[src/pkg/dio_cfg_consts.vh]
// constants for the counter, handshake and interrupt configuration block
`ifndef DIO_CFG_CONSTS_VH
`define DIO_CFG_CONSTS_VH
// register byte addresses
`define ADDR_W 8
`define OFS_COUNTER_INTERRUPT_CONFIG 8'h10
`define OFS_PULSE_MODE_BUFFER_CONFIG 8'h14
`define OFS_IRQ_STATUS 8'h18
`define OFS_IRQ_MASK 8'h1C
`define OFS_PORTD 8'h20
// counter_interrupt_config fields
`define C3_TIMER3_IRQ_EN 6
`define C3_TIMER2_HS_EN 5
`define C3_TIMER1_HS_EN 4
`define C3_TIMER2_RUN_EN 3
`define C3_TIMER1_RUN_EN 2
`define C3_GROUP2_TC_EN 1
`define C3_GROUP1_TC_EN 0
`define COUNTER_INTERRUPT_CONFIG_RESET 16'h0000
// pulse_mode_buffer_config fields
`define C4_GROUP2_LONG 3
`define C4_GROUP1_LONG 2
`define C4_PORTD_DBL 1
`define C4_REV_COMPAT 0
`define C4_USED_MASK 16'h000F
`define PULSE_MODE_BUFFER_CONFIG_RESET 16'h0000
// interrupt status / mask fields
`define IRQ_W 3
`define IRQ_GROUP1_TC 0
`define IRQ_GROUP2_TC 1
`define IRQ_TIMER3 2
`define IRQ_RESET 3'h0
// timing
`define CLK_PERIOD_NS 10
`define SETTLE_STEP_NS 100
`define SETTLE_STEP_CYC (`SETTLE_STEP_NS / `CLK_PERIOD_NS)
`define ACK_WIDTH_NS 100
`define ACK_WIDTH_CYC (`ACK_WIDTH_NS / `CLK_PERIOD_NS)
`define TIMER_SET_W 3
`define PORTD_W 8
`endif

[src/hdl/dio_counter_handshake_config.v]
// counter, handshake and interrupt configuration registers with wishbone slave
//
// The Wishbone register port was chosen for this implementation.
`timescale 1ns/1ps
`include "dio_cfg_consts.vh"
module dio_counter_handshake_config #(
   parameter CNT_W = 8
) (
   // clock, reset, enable
   input wire clk_i,
   input wire rst_i,
   input wire ce_i,
   // wishbone slave
   input wire wb_cyc_i,
   input wire wb_stb_i,
   input wire wb_we_i,
   input wire [`ADDR_W-1:0] wb_adr_i,
   input wire [3:0] wb_sel_i,
   input wire [31:0] wb_dat_i,
   output reg [31:0] wb_dat_o,
   output reg wb_ack_o,
   // counters
   input wire timer1_out_i,
   input wire timer2_out_i,
   input wire timer3_out_i,
   input wire extra_input_two_i,
   output wire timer1_gate_o,
   output wire timer2_gate_o,
   // handshake requests
   input wire group1_ext_request_i,
   input wire group2_ext_request_i,
   output wire group1_request_o,
   output wire group2_request_o,
   // dma terminal counts
   input wire group1_tc_i,
   input wire group2_tc_i,
   // acknowledge pulses
   input wire group1_ack_start_i,
   input wire group2_ack_start_i,
   input wire [`TIMER_SET_W-1:0] group1_timer_setting_i,
   input wire [`TIMER_SET_W-1:0] group2_timer_setting_i,
   output wire group1_ack_o,
   output wire group2_ack_o,
   // port d
   input wire portd_output_mode_i,
   input wire [`PORTD_W-1:0] portd_pins_i,
   output wire [`PORTD_W-1:0] portd_pins_o,
   output wire portd_pins_oe_o,
   // mode and interrupts
   output wire revision_compat_o,
   output wire group1_irq_o,
   output wire group2_irq_o,
   output wire irq_o
);
   reg [15:0] counter_interrupt_config;
   reg [15:0] pulse_mode_buffer_config;
   reg [`IRQ_W-1:0] irq_status;
   reg [`IRQ_W-1:0] irq_mask;
   reg timer3_q;
   reg [`IRQ_W-1:0] next_irq_status;
   reg [31:0] next_rd_data;
   wire req_active;
   wire wr_stb;
   wire [`IRQ_W-1:0] irq_event;
   wire [`IRQ_W-1:0] irq_pending;
   wire [`PORTD_W-1:0] portd_rd_data;
   wire [1:0] long_pulse;
   wire [1:0] ack_start;
   wire [1:0] ack_out;
   wire [2*`TIMER_SET_W-1:0] timer_setting;

   // byte-lane merge of a 16-bit register
   function [15:0] merge16;
      input [15:0] old_val;
      input [31:0] new_val;
      input [3:0] sel;
      begin
         merge16[7:0] = sel[0] ? new_val[7:0] : old_val[7:0];
         merge16[15:8] = sel[1] ? new_val[15:8] : old_val[15:8];
      end
   endfunction

   // address match used by both the write and the read paths
   function hit;
      input [`ADDR_W-1:0] adr;
      input [`ADDR_W-1:0] ofs;
      begin
         hit = (adr == ofs);
      end
   endfunction

   // bus handshake: one wait state, write lands on the ack edge
   assign req_active = wb_cyc_i & wb_stb_i;
   assign wr_stb = req_active & wb_we_i & wb_ack_o;

   always @(posedge clk_i) begin
      if (rst_i) begin
         wb_ack_o <= 1'b0;
         wb_dat_o <= 32'h00000000;
      end else if (ce_i) begin
         wb_ack_o <= req_active & ~wb_ack_o;
         if (req_active & ~wb_ack_o)
            wb_dat_o <= next_rd_data;
      end
   end

   // configuration registers are write-only and read back as zero
   always @* begin
      next_rd_data = 32'h00000000;
      if (hit(wb_adr_i, `OFS_IRQ_STATUS))
         next_rd_data[`IRQ_W-1:0] = irq_status;
      else if (hit(wb_adr_i, `OFS_IRQ_MASK))
         next_rd_data[`IRQ_W-1:0] = irq_mask;
      else if (hit(wb_adr_i, `OFS_PORTD))
         next_rd_data[`PORTD_W-1:0] = portd_rd_data;
   end

   always @(posedge clk_i) begin
      if (rst_i) begin
         counter_interrupt_config <= `COUNTER_INTERRUPT_CONFIG_RESET;
         pulse_mode_buffer_config <= `PULSE_MODE_BUFFER_CONFIG_RESET;
         irq_mask <= `IRQ_RESET;
      end else if (ce_i && wr_stb) begin
         if (hit(wb_adr_i, `OFS_COUNTER_INTERRUPT_CONFIG))
            counter_interrupt_config <= merge16(counter_interrupt_config, wb_dat_i, wb_sel_i);
         if (hit(wb_adr_i, `OFS_PULSE_MODE_BUFFER_CONFIG))
            // upper bits are dropped so stray writes cannot enable anything
            pulse_mode_buffer_config <= merge16(pulse_mode_buffer_config, wb_dat_i, wb_sel_i)
               & `C4_USED_MASK;
         if (hit(wb_adr_i, `OFS_IRQ_MASK) && wb_sel_i[0])
            irq_mask <= wb_dat_i[`IRQ_W-1:0];
      end
   end

   // counter gating and request source selection
   assign timer1_gate_o = counter_interrupt_config[`C3_TIMER1_RUN_EN] & extra_input_two_i;
   assign timer2_gate_o = counter_interrupt_config[`C3_TIMER2_RUN_EN] & extra_input_two_i;
   assign group1_request_o = counter_interrupt_config[`C3_TIMER1_HS_EN] ?
      timer1_out_i : group1_ext_request_i;
   assign group2_request_o = counter_interrupt_config[`C3_TIMER2_HS_EN] ?
      timer2_out_i : group2_ext_request_i;

   // interrupt events, each gated by its enable
   assign irq_event[`IRQ_GROUP1_TC] = group1_tc_i & counter_interrupt_config[`C3_GROUP1_TC_EN];
   assign irq_event[`IRQ_GROUP2_TC] = group2_tc_i & counter_interrupt_config[`C3_GROUP2_TC_EN];
   assign irq_event[`IRQ_TIMER3] = timer3_out_i & ~timer3_q &
      counter_interrupt_config[`C3_TIMER3_IRQ_EN];

   // write-one-to-clear; an event in the clearing cycle wins
   always @* begin
      next_irq_status = irq_status;
      if (wr_stb && hit(wb_adr_i, `OFS_IRQ_STATUS) && wb_sel_i[0])
         next_irq_status = irq_status & ~wb_dat_i[`IRQ_W-1:0];
      next_irq_status = next_irq_status | irq_event;
   end

   always @(posedge clk_i) begin
      if (rst_i) begin
         irq_status <= `IRQ_RESET;
         timer3_q <= 1'b0;
      end else if (ce_i) begin
         irq_status <= next_irq_status;
         timer3_q <= timer3_out_i;
      end
   end

   assign irq_pending = irq_status & irq_mask;
   assign group1_irq_o = irq_pending[`IRQ_GROUP1_TC];
   assign group2_irq_o = irq_pending[`IRQ_GROUP2_TC] | irq_pending[`IRQ_TIMER3];
   assign irq_o = |irq_pending;

   assign revision_compat_o = pulse_mode_buffer_config[`C4_REV_COMPAT];

   // acknowledge shapers, one per group
   assign long_pulse = {pulse_mode_buffer_config[`C4_GROUP2_LONG], pulse_mode_buffer_config[`C4_GROUP1_LONG]};
   assign ack_start = {group2_ack_start_i, group1_ack_start_i};
   assign timer_setting = {group2_timer_setting_i, group1_timer_setting_i};
   assign group1_ack_o = ack_out[0];
   assign group2_ack_o = ack_out[1];

   genvar g;
   generate
      for (g = 0; g < 2; g = g + 1) begin : shaper
         ack_pulse_shaper #(
            .CNT_W(CNT_W)
         ) u_shaper (
            .clk_i(clk_i),
            .rst_i(rst_i),
            .ce_i(ce_i),
            .long_pulse_i(long_pulse[g]),
            .timer_setting_i(timer_setting[g*`TIMER_SET_W +: `TIMER_SET_W]),
            .start_i(ack_start[g]),
            .ack_o(ack_out[g])
         );
      end
   endgenerate

   // port d buffering follows the group 2 request
   portd_buffer #(
      .W(`PORTD_W)
   ) u_portd (
      .clk_i(clk_i),
      .rst_i(rst_i),
      .ce_i(ce_i),
      .double_buffer_i(pulse_mode_buffer_config[`C4_PORTD_DBL]),
      .output_mode_i(portd_output_mode_i),
      .wr_i(wr_stb & hit(wb_adr_i, `OFS_PORTD) & wb_sel_i[0]),
      .wr_data_i(wb_dat_i[`PORTD_W-1:0]),
      .rd_data_o(portd_rd_data),
      .request_i(group2_request_o),
      .pins_i(portd_pins_i),
      .pins_o(portd_pins_o),
      .pins_oe_o(portd_pins_oe_o)
   );
endmodule

[src/hdl/ack_pulse_shaper.v]
// acknowledge pulse generator with leading or trailing data-settling delay
`timescale 1ns/1ps
`include "dio_cfg_consts.vh"
module ack_pulse_shaper #(
   parameter CNT_W = 8
) (
   // clock and control
   input wire clk_i,
   input wire rst_i,
   input wire ce_i,
   // configuration
   input wire long_pulse_i,
   input wire [`TIMER_SET_W-1:0] timer_setting_i,
   // pulse
   input wire start_i,
   output reg ack_o
);
   localparam ST_IDLE = 2'd0;
   localparam ST_DELAY = 2'd1;
   localparam ST_PULSE = 2'd2;
   reg [1:0] state;
   reg [CNT_W-1:0] count;
   wire [CNT_W-1:0] delay_cyc;
   wire [CNT_W-1:0] width_cyc;
   wire [31:0] delay_full;
   wire [31:0] width_full;
   // full-width products, cut to the counter width on purpose
   assign delay_full = timer_setting_i * `SETTLE_STEP_CYC;
   assign width_full = `ACK_WIDTH_CYC;
   assign delay_cyc = delay_full[CNT_W-1:0];
   assign width_cyc = width_full[CNT_W-1:0];
   always @(posedge clk_i) begin
      if (rst_i) begin
         state <= ST_IDLE;
         count <= {CNT_W{1'b0}};
         ack_o <= 1'b0;
      end else if (ce_i) begin
         case (state)
            ST_IDLE: begin
               if (start_i) begin
                  if (long_pulse_i) begin
                     // delay after the leading edge stretches the pulse
                     state <= ST_PULSE;
                     ack_o <= 1'b1;
                     count <= width_cyc + delay_cyc - 1'b1;
                  end else if (delay_cyc == {CNT_W{1'b0}}) begin
                     state <= ST_PULSE;
                     ack_o <= 1'b1;
                     count <= width_cyc - 1'b1;
                  end else begin
                     state <= ST_DELAY;
                     count <= delay_cyc - 1'b1;
                  end
               end
            end
            ST_DELAY: begin
               if (count == {CNT_W{1'b0}}) begin
                  state <= ST_PULSE;
                  ack_o <= 1'b1;
                  count <= width_cyc - 1'b1;
               end else begin
                  count <= count - 1'b1;
               end
            end
            ST_PULSE: begin
               if (count == {CNT_W{1'b0}}) begin
                  state <= ST_IDLE;
                  ack_o <= 1'b0;
               end else begin
                  count <= count - 1'b1;
               end
            end
            default: begin
               state <= ST_IDLE;
               ack_o <= 1'b0;
            end
         endcase
      end
   end
endmodule

[src/hdl/portd_buffer.v]
// port d single or double buffer for output and input directions
`timescale 1ns/1ps
`include "dio_cfg_consts.vh"
module portd_buffer #(
   parameter W = `PORTD_W
) (
   // clock and control
   input wire clk_i,
   input wire rst_i,
   input wire ce_i,
   input wire double_buffer_i,
   input wire output_mode_i,
   // host side
   input wire wr_i,
   input wire [W-1:0] wr_data_i,
   output wire [W-1:0] rd_data_o,
   // connector side
   input wire request_i,
   input wire [W-1:0] pins_i,
   output reg [W-1:0] pins_o,
   output wire pins_oe_o
);
   reg [W-1:0] first_buf;
   reg [W-1:0] in_latch;
   reg request_q;
   wire request_rise;
   assign request_rise = request_i & ~request_q;
   assign pins_oe_o = output_mode_i;
   // transparent input unless double-buffered
   assign rd_data_o = double_buffer_i ? in_latch : pins_i;
   always @(posedge clk_i) begin
      if (rst_i) begin
         first_buf <= {W{1'b0}};
         in_latch <= {W{1'b0}};
         pins_o <= {W{1'b0}};
         request_q <= 1'b0;
      end else if (ce_i) begin
         request_q <= request_i;
         if (wr_i) begin
            first_buf <= wr_data_i;
            if (!double_buffer_i)
               pins_o <= wr_data_i;
         end
         if (double_buffer_i && request_rise) begin
            if (output_mode_i)
               pins_o <= first_buf;
            else
               in_latch <= pins_i;
         end
      end
   end
endmodule

[config.mk]
export PLATFORM = sky130hd
export DESIGN_NAME = dio_counter_handshake_config
export DESIGN_NICKNAME = d
export VERILOG_FILES = /design/src/hdl/dio_counter_handshake_config.v /design/src/hdl/ack_pulse_shaper.v /design/src/hdl/portd_buffer.v
export VERILOG_INCLUDE_DIRS = /design/src /design/src/pkg
export SDC_FILE = /design/constraint.sdc
export NUM_CORES = 1
export LEC_CHECK = 0
export BUFFER_PORTS_ARGS = -buffer_cell sky130_fd_sc_hd__buf_2
export CAP_MARGIN = 20
export CORE_MARGIN = 2
export CORE_UTILIZATION = 50
export CTS_CLUSTER_SIZE = 24
export DETAILED_ROUTE_END_ITERATION = 10
export PLACE_DENSITY_LB_ADDON = 0.15
export SLEW_MARGIN = 25
export SYNTH_ARGS = -nofsm -noshare
export SYNTH_HDL_FRONTEND = slang
export SYNTH_SLANG_ARGS = --single-unit
export TNS_END_PERCENT = 1
[constraint.sdc]
create_clock -name clk_i -period 2.5 [get_ports clk_i]
set_input_delay 0.5 -clock clk_i [delete_from_list [all_inputs] [get_ports clk_i]]
set_output_delay 0.5 -clock clk_i [all_outputs]
set_load 0.005 [all_outputs]
==> results of run 1 <==
==> registers in the layout, summed over array words and instances (netlist names) <==
signal                    flops
u_portd.pins_o                8
irq_status                    3
counter_interrupt_config      7
timer3_q                      1
wb_dat_o                      8
shaper.u_shaper.count        16
u_portd.in_latch              8
wb_ack_o                      1
pulse_mode_buffer_config      4
irq_mask                      3
shaper.u_shaper.state         4
shaper.u_shaper.ack_o         2
u_portd.request_q             1
u_portd.first_buf             8
==> stage by stage <==
stage / instance area [sq um] / hold slack [ns] / std cells
floorplan: 4750 / 0.451 / 568
global placement: 5090 / 0.462 / 720
detailed placement: 5090 / 0.477 / 720
CTS: 5290 / 0.389 / 736
global route: 5290 / 0.401 / 736
finish: 5290 / 0.397 / 736
==> power groups by stage <==
stage / sequential, mW / clock [mW] / combinational, mW
after floorplan: 1.32 / 0 / 0.819
after detailed placement: 1.34 / 0 / 1.03
after global placement: 1.34 / 0 / 1.01
final: 1.32 / 0.963 / 1.05
after CTS: 1.31 / 0.983 / 1.04
after global routing: 1.33 / 1.03 / 1.17
==> cells in the final DEF (no fill, tap or decap), drive strengths merged, types with 4 or more instances in the layout <==
| cell | n |
|---|---|
| nor4b | 5 |
| nor2b | 4 |
| clkbuf | 9 |
| conb | 24 |
| a211oi | 11 |
| nand2 | 16 |
| dfxtp | 74 |
| ha | 26 |
| a22oi | 9 |
| a221oi | 12 |
| o21ai | 31 |
| nor2 | 68 |
| or3 | 6 |
| nand3b | 8 |
| o22ai | 6 |
| nor4 | 5 |
| o211ai | 4 |
| mux2i | 39 |
| and2 | 6 |
| xnor2 | 5 |
| clkinv | 4 |
| mux2 | 6 |
| inv | 35 |
| nand2b | 7 |
| o31ai | 4 |
| a31oi | 8 |
| nand3 | 13 |
| nor3 | 25 |
| a21oi | 21 |
| buf | 88 |
==> cell usage after synthesis, types with 9 or more instances <==
cell | count | area share (%)
a21oi_1 | 21 | 2.3
nor3_1 | 22 | 2.4
buf_4 | 26 | 4.2
o21ai_0 | 31 | 3.3
a22oi_1 | 9 | 1.4
ha_1 | 26 | 7.0
nand2_1 | 15 | 1.2
nor2_1 | 66 | 5.3
dfxtp_1 | 74 | 32
nand3_1 | 13 | 1.4
a221oi_1 | 11 | 2.1
mux2i_1 | 39 | 8.4
inv_1 | 33 | 2.7
a211oi_1 | 9 | 1.4
clkbuf_1 | 11 | 0.88
==> worst max-delay path by stage <==
stage	from	endpoint	slack, ns	depth (start not counted)
after detailed placement	group1_timer_setting_i[0]	shaper[0].u_shaper.count[7]$_SDFFE_PP0P_	0.05	10
final	group1_timer_setting_i[0]	shaper[0].u_shaper.count[7]$_SDFFE_PP0P_	0.35	10
after global routing	group1_timer_setting_i[0]	shaper[0].u_shaper.count[7]$_SDFFE_PP0P_	0.20	10
after floorplan	group1_timer_setting_i[0]	shaper[0].u_shaper.count[7]$_SDFFE_PP0P_	0.25	9
after global placement	group1_timer_setting_i[0]	shaper[0].u_shaper.count[7]$_SDFFE_PP0P_	0.05	10
after CTS	group1_timer_setting_i[0]	shaper[0].u_shaper.count[7]$_SDFFE_PP0P_	0.37	10
==> metal layers <==
metal  track usage [%]  wire (um)  vias to the layer above
met5                 0          0                        -
met4              5.48         99                        0
met3              4.44        548                       12
met2              39.4       5280                      131
met1              29.4       5160                     1966
li1                  -          -                     2084
==> cell families after synthesis <==
| kind of cell | synth area share, % |
|---|---|
| flip-flops | 31.7 |
| buffers and inverters | 9.01 |
| XOR/XNOR | 1.31 |
| other | 0.0803 |
| AND/OR/NAND/NOR | 20.5 |
| adder cells (fa/ha/maj) | 6.97 |
| AO/OA/AOI/OAI | 20.6 |
| multiplexers | 9.81 |
==> area by class of cell <==
cell class | instances | area (sq um) | share of cell area (%)
multi-input cells | 414 | 2870 | 54.1
well taps | 111 | 139 | 2.62
repair buffers | 88 | 485 | 9.17
clock buffers | 9 | 124 | 2.34
flip-flops and latches | 74 | 1480 | 28.0
inverters | 33 | 124 | 2.34
clock inverters | 7 | 75.1 | 1.42
==> worst max-delay path, stage by stage <==
cell and delay [ns]:
buf_2 0.13, ha_1 0.20, ha_1 0.29, inv_1 0.08, ha_1 0.27, or4bb_1 0.49
a21oi_1 0.15, a41o_1 0.11, nand2_1 0.05, a21oi_1 0.16
==> flow_summary.toml, run 1 <==
[timing]
rsz0062_at_grt = "false"
fin_crit_sh_pct = 86.1
max_freq_mhz = 464
max_slew_margin_pct = 55.9
setup_slack_ns = 0.347
finClkSkew_ns = 0.0151
setup_viol = 0
worstMarginPinSlew_ns = 0.655
min_period_ns = 2.15
hold_violations = 0
setup_tns_ns = 0
finalMaxSlewViolations = 0

[clock_network]
clk_pin_slew_ns = 0.09
htree_num_levels = 3
cts_sinks = 74
ctsRootBufferMaster = "clkbuf_8"
clockBufferDepth = 2
cts_resized = 0
holdBufCountCts = 0
cts_buffers = 9
clk_latency_ns = 0.36
cts_setup_buffers = 0
cts_tree = "yes"

[synth]
synth-edff-count = 0
ys_types = 71
synth_seq_cells = 74
synthCells = 545
ys_seq_area_share_pct = 31.7
async_flop_share_pct = 0
syn_area_per_cell_sq_um = 8.57
ys.flop_type = "dfxtp_1"
syn-cell-area_sq_um = 4670
yosysWarningCount = 0

[routing]
detail_route.wirelength_mm = 11.1
firstDrtPassIters = 5
drcViolationCount = 0
drt_iter0_drc = 210
drtAntennaViolNets = 0
via_count = 4193
post_drt_wl_per_cell_um = 15.1
viasPerCell = 5.70

[power]
power.internal_mw = 2.13
max-vdd-ir-drop_mv = 0.336
seq_power_share_pct = 39.5
switching_share_pct = 36.2
p_switching_mw = 1.21
combPwrFrac_pct = 31.6
total_power_mw = 3.33
cellLeakagePower_nw = 2.21
pwr-share-clk_pct = 28.9
power_density_nw_per_um2 = 630

[run_status]
status = "completed"

[worst_hold_path]
min_to = "u_portd.first_buf[7]$_SDFFE_PP0P_"
hp-start = "wb_dat_i[7]"
holdPathStages = 3
hold_path_class = "in2reg"

[critical_path]
crit_arrival_ns = 2.42
cp_max_fo = 6
end_kind = "flip-flop"
reg2regPathDepth = 7
r2r-start = "shaper[1].u_shaper.count[0]$_SDFFE_PP0P_"
r2r_setup_slack_ns = 0.38
cp.required_ns = 2.77
critPathKind = "in2reg"
start_kind = "primary input"
timing.rr.end = "shaper[1].u_shaper.count[4]$_SDFFE_PP0P_"

[cells_and_area]
insertedDiodeCount = 0
utilization_pct = 57.8
area_growth_pct = 13.4
nFillCells = 859
layout.nets = 721
drive_above_1_share_pct = 21.9

[global_routing]
grt_pass1_vias = 4102
grt_overflow = 0
grt_pass1_wl_mm = 18.9
grtUsageTotal_pct = 22.9
grt_antenna_before_repair = 0
grt_max_degree = 60

[placement]
gp_congestion = 0.955
port-buffer-count = 75
place_ws_ns = 0.0513
dp_hpwl_mm = 8.14

[floorplan]
start_util_pct = 51.0
coreArea_sq_um = 9150
die_area_sq_um = 10100
rows = 35
die_w_um = 101
fp.dieH_um = 101
ioPinCount = 127

[flow_run]
cap_viol_max_count = 0
Note: power is estimated with default switching activity, not from simulation.
==> run 2: changes to the inputs <==
==> constraint.sdc (replaced) <==
create_clock -name clk_i -period 2.7 [get_ports clk_i]
set_input_delay 0.54 -clock clk_i [delete_from_list [all_inputs] [get_ports clk_i]]
set_output_delay 0.54 -clock clk_i [all_outputs]
set_load 0.005 [all_outputs]
==> flow_summary.toml, run 2 (synthesized netlist as in run 1, its figures left out) <==
[critical_path]
end_kind = "flip-flop"
reg2regPathDepth = 8
r2r_setup_slack_ns = 0.61
start_kind = "primary input"
timing.rr.end = "shaper[1].u_shaper.count[0]$_SDFFE_PP0P_"
critPathKind = "in2reg"
crit_buf_inv = 2
critical_path.most_common_cell = "ha_1"
crit_arrival_ns = 2.52
crit_path_max_incr_delay_ns = 0.48
critPathTopFamily = "adder cells"
cp_max_fo = 6
cp_slowest_cell = "or4bb_1"
cp.required_ns = 2.99
r2r-start = "shaper[1].u_shaper.count[1]$_SDFFE_PP0P_"
path_cells = "buf_2 -> ha_1 -> ha_1 -> inv_1 -> ha_1 -> or4bb_1 -> a21oi_1 -> a41o_1 -> nand2_1 -> a21oi_1"

[global_routing]
grt_pass1_wl_mm = 18.5
grt_max_degree = 68
grtUsageTotal_pct = 22.3
grt_antenna_before_repair = 0
grt_overflow = 0
grt_pass1_vias = 3949

[clock_network]
cts_setup_buffers = 0
clk_latency_ns = 0.36
cts_buffers = 9
htree_num_levels = 3
clk_pin_slew_ns = 0.10
clockBufferDepth = 2
cts_resized = 0
cts_sinks = 74
cts_tree = "yes"
holdBufCountCts = 0
ctsRootBufferMaster = "clkbuf_8"

[routing]
viasPerCell = 5.79
firstDrtPassIters = 5
post_drt_wl_per_cell_um = 15.0
detail_route.wirelength_mm = 10.9
drtAntennaViolNets = 0
drcViolationCount = 0
drt_iter0_drc = 151
via_count = 4226

[cells_and_area]
utilization_pct = 57.2
insertedDiodeCount = 0
multi_input_area_sq_um = 2870
nFillCells = 883
largest_register_ffs = 16
drive_above_1_share_pct = 21.2
regArea_sq_um = 1480
final_common_cell = "buf_2"
finalNonFillerCells = 730
largest-register = "shaper.u_shaper.count"
layout.nets = 715
final_cell_mix = "buf_2 (75), dfxtp_1 (74), nor2_1 (66)"
area_growth_pct = 12.2

[timing]
rsz0062_at_grt = "false"
max_slew_margin_pct = 57.6
fin_crit_sh_pct = 82.7
setup_tns_ns = 0
finClkSkew_ns = 0.0158
hold_violations = 0
setup_viol = 0
finalMaxSlewViolations = 0
max_freq_mhz = 448
min_period_ns = 2.23
holdWs_ns = 0.422
worstMarginPinSlew_ns = 0.633

[power]
cellLeakagePower_nw = 2.17
power_density_nw_per_um2 = 581
max-vdd-ir-drop_mv = 0.250
total_power_mw = 3.04

[flow_run]
cap_viol_max_count = 0

[floorplan]
rows = 35
start_util_pct = 51.0
fp.dieH_um = 101
coreArea_sq_um = 9150
die_w_um = 101
die_area_sq_um = 10100
ioPinCount = 127

[placement]
dp_hpwl_mm = 8.00
gp_congestion = 0.942
dpl.cell_count = 714
port-buffer-count = 75

[run_status]
status = "completed"

[worst_hold_path]
holdPathStages = 2
hp-start = "rst_i"
min_to = "shaper[1].u_shaper.count[6]$_SDFFE_PP0P_"
hold_path_class = "in2reg"
run 2: cell count changes in the layout (fill, tap and decap cells not counted):
cell / delta
clkinv_2: -2
buf_4: -6
bufinv_16: -1
inv_8: +2
clkinvlp_4: +1
inv_6: +2
clkinv_4: -2
run 2: power breakdown:
group          leakage (nW)  total [mW]  switching [mW]  internal (mW)
clock                0.0951       0.859           0.499          0.360
combinational          1.48       0.967           0.590          0.377
sequential            0.599        1.22          0.0651           1.15
total                  2.17        3.04            1.15           1.89
run 2: routing by layer:
layer	track usage, %	share of wire [%]
met1	29.7	46
met2	37.0	49
met3	3.54	4.4
met4	7.17	1.0
met5	0	0
run 2: how the worst max path moves through the flow:
stage,cells past startpoint,to,slack (ns),from
after floorplan,9,shaper[0].u_shaper.count[7]$_SDFFE_PP0P_,0.41,group1_timer_setting_i[0]
after global placement,10,shaper[0].u_shaper.count[7]$_SDFFE_PP0P_,0.12,group1_timer_setting_i[0]
after detailed placement,10,shaper[0].u_shaper.count[7]$_SDFFE_PP0P_,0.11,group1_timer_setting_i[0]
after CTS,10,shaper[0].u_shaper.count[7]$_SDFFE_PP0P_,0.47,group1_timer_setting_i[0]
after global routing,10,shaper[0].u_shaper.count[6]$_SDFFE_PP0P_,0.29,group1_timer_setting_i[0]
final,10,shaper[0].u_shaper.count[7]$_SDFFE_PP0P_,0.47,group1_timer_setting_i[0]
run 2: per-stage QoR:
step	area, sq um	worst slack, ns
final	5240	0.466
after floorplan	4750	0.407
after detailed placement	5050	0.113
after CTS	5240	0.471
after global routing	5240	0.293
after global placement	5050	0.124
run 2: area by class of cell:
cell class                      instances  area share [%]
Sequential cell                        74            28.3
Clock inverter                          7            1.24
Tap cell                              111            2.65
Multi-Input combinational cell        414            54.7
Inverter                               33            2.36
Timing Repair Buffer                   82            8.41
Clock buffer                            9            2.36
run 2: worst register-to-register path: stages (launching register included):
cell	delay (ns)
dfxtp_1	0.34
inv_1	0.13
ha_1	0.18
or4b_4	0.51
nor2_1	0.22
a211oi_2	0.15
buf_4	0.20
o21ai_0	0.16
a31oi_1	0.07
==> run 3: changes to the inputs <==
==> constraint.sdc (replaced) <==
create_clock -name clk_i -period 2.2 [get_ports clk_i]
set_input_delay 0.44 -clock clk_i [delete_from_list [all_inputs] [get_ports clk_i]]
set_output_delay 0.44 -clock clk_i [all_outputs]
set_load 0.005 [all_outputs]
==> flow_summary.toml, run 3 (synthesized netlist as in run 1, its figures left out) <==
[power]
switching_share_pct = 37.4
p_switching_mw = 1.41
power.internal_mw = 2.37
seq_power_share_pct = 39.5
cellLeakagePower_nw = 2.30
power_density_nw_per_um2 = 696
pwr-share-clk_pct = 27.6
max-vdd-ir-drop_mv = 0.274
combPwrFrac_pct = 32.9

[clock_network]
clk_pin_slew_ns = 0.10
clk_latency_ns = 0.36
cts_sinks = 74
clockBufferDepth = 2
cts_buffers = 9
ctsRootBufferMaster = "clkbuf_8"
cts_setup_buffers = 0
holdBufCountCts = 0
cts_resized = 0
htree_num_levels = 3
cts_tree = "yes"

[global_routing]
grt_pass1_vias = 3917
grtUsageTotal_pct = 22.1
grt_pass1_wl_mm = 18.3
grt_overflow = 0
grt_max_degree = 67
grt_antenna_before_repair = 0

[timing]
rsz0062_at_grt = "false"
fin_crit_sh_pct = 94.6
holdWs_ns = 0.330
min_period_ns = 2.08
hold_violations = 0
setup_tns_ns = 0
max_slew_margin_pct = 55.0
worstMarginPinSlew_ns = 0.670
finClkSkew_ns = 0.0129
setup_viol = 0
finalMaxSlewViolations = 0
max_freq_mhz = 480

[floorplan]
start_util_pct = 51.0
die_w_um = 101
coreArea_sq_um = 9150
rows = 35
fp.dieH_um = 101
die_area_sq_um = 10100
ioPinCount = 127

[cells_and_area]
final_common_cell = "buf_2"
largest_register_ffs = 16
fin_area_sq_um = 5430
largest-register = "shaper.u_shaper.count"
drive_above_1_share_pct = 24.3
final_cell_mix = "buf_2 (75), dfxtp_1 (74), nor2_1 (66)"
area_growth_pct = 16.4
insertedDiodeCount = 0
layout.nets = 741

[critical_path]
cp.required_ns = 2.43
crit_arrival_ns = 2.31
critPathKind = "reg2reg"
r2r-start = "shaper[1].u_shaper.count[1]$_SDFFE_PP0P_"
cp_max_fo = 5
r2r_setup_slack_ns = 0.12
end_kind = "flip-flop"
timing.rr.end = "shaper[1].u_shaper.count[4]$_SDFFE_PP0P_"
start_kind = "flip-flop"
reg2regPathDepth = 7

[routing]
drtAntennaViolNets = 0
detail_route.wirelength_mm = 11.0
via_count = 4265
viasPerCell = 5.64
drcViolationCount = 0
post_drt_wl_per_cell_um = 14.5
drt_iter0_drc = 217
firstDrtPassIters = 4

[worst_hold_path]
holdPathStages = 2
hp-start = "rst_i"
hold_path_class = "in2reg"
min_to = "shaper[1].u_shaper.count[6]$_SDFFE_PP0P_"

[placement]
gp_congestion = 0.881
place_area_sq_um = 5250
dp_hpwl_mm = 8.19
port-buffer-count = 75

[flow_run]
cap_viol_max_count = 0

[run_status]
status = "completed"
-- run 3: cell count changes in the layout (fill, tap and decap cells not counted), sizes merged --
cell,before,now
buf,82,108
-- run 3: how the worst max path moves through the flow --
stage | start | to | slack [ns] | depth (start not counted)
final | shaper[1].u_shaper.count[1]$_SDFFE_PP0P_ | shaper[1].u_shaper.count[4]$_SDFFE_PP0P_ | 0.12 | 7
after global routing | shaper[1].u_shaper.count[0]$_SDFFE_PP0P_ | shaper[1].u_shaper.count[0]$_SDFFE_PP0P_ | 0.02 | 7
after CTS | shaper[1].u_shaper.count[1]$_SDFFE_PP0P_ | shaper[1].u_shaper.count[1]$_SDFFE_PP0P_ | 0.13 | 7
after detailed placement | group1_timer_setting_i[0] | shaper[0].u_shaper.count[7]$_SDFFE_PP0P_ | -0.16 | 10
after global placement | group1_timer_setting_i[0] | shaper[0].u_shaper.count[7]$_SDFFE_PP0P_ | -0.12 | 10
after floorplan | group1_timer_setting_i[0] | shaper[0].u_shaper.count[7]$_SDFFE_PP0P_ | 0.007 | 9
-- run 3: per-layer routing --
metal  GRT usage, %  part of all wire (%)  up-vias
met5              0                     0        -
met4           5.90                  0.88        0
met3           4.09                   5.3        7
met2           36.3                    47      129
met1           29.7                    47     2007
li1               -                     -     2122
-- run 3: final cells by class --
| type | count | area [sq um] |
|---|---|---|
| clock inverter | 7 | 65.1 |
| clock buffer | 9 | 124 |
| multi-input combinational | 414 | 2870 |
| sequential | 74 | 1480 |
| inverter | 33 | 124 |
| tap | 111 | 139 |
| timing repair buffer | 108 | 636 |
| fill | 842 | 3720 |
-- run 3: power by group through the flow --
stage | registers, mW | clock network [mW] | logic, mW
floorplan | 1.50 | 0 | 0.931
global placement | 1.52 | 0 | 1.20
detailed placement | 1.52 | 0 | 1.23
CTS | 1.49 | 1.07 | 1.23
global route | 1.51 | 1.13 | 1.39
finish | 1.49 | 1.04 | 1.24
-- run 3: metrics by stage --
stage	setup WS, ns	instances	util (%)	power, mW
3_3_place_gp	-0.123	740	57.3	2.72
4_1_cts	0.129	756	59.4	3.79
6_report	0.118	756	59.4	3.78
2_1_floorplan	0.00687	568	-	2.44
3_5_place_dp	-0.164	740	57.3	2.75
5_1_grt	0.0177	756	59.4	4.03
-- run 3: worst max-delay path, cell delays in order, from the launching register on --
cell and delay [ns]:
dfxtp_1 0.33, inv_1 0.12, ha_1 0.18, or4b_4 0.51, o31ai_4 0.36, nor3_1 0.11, a221oi_2 0.24, o32ai_2 0.12
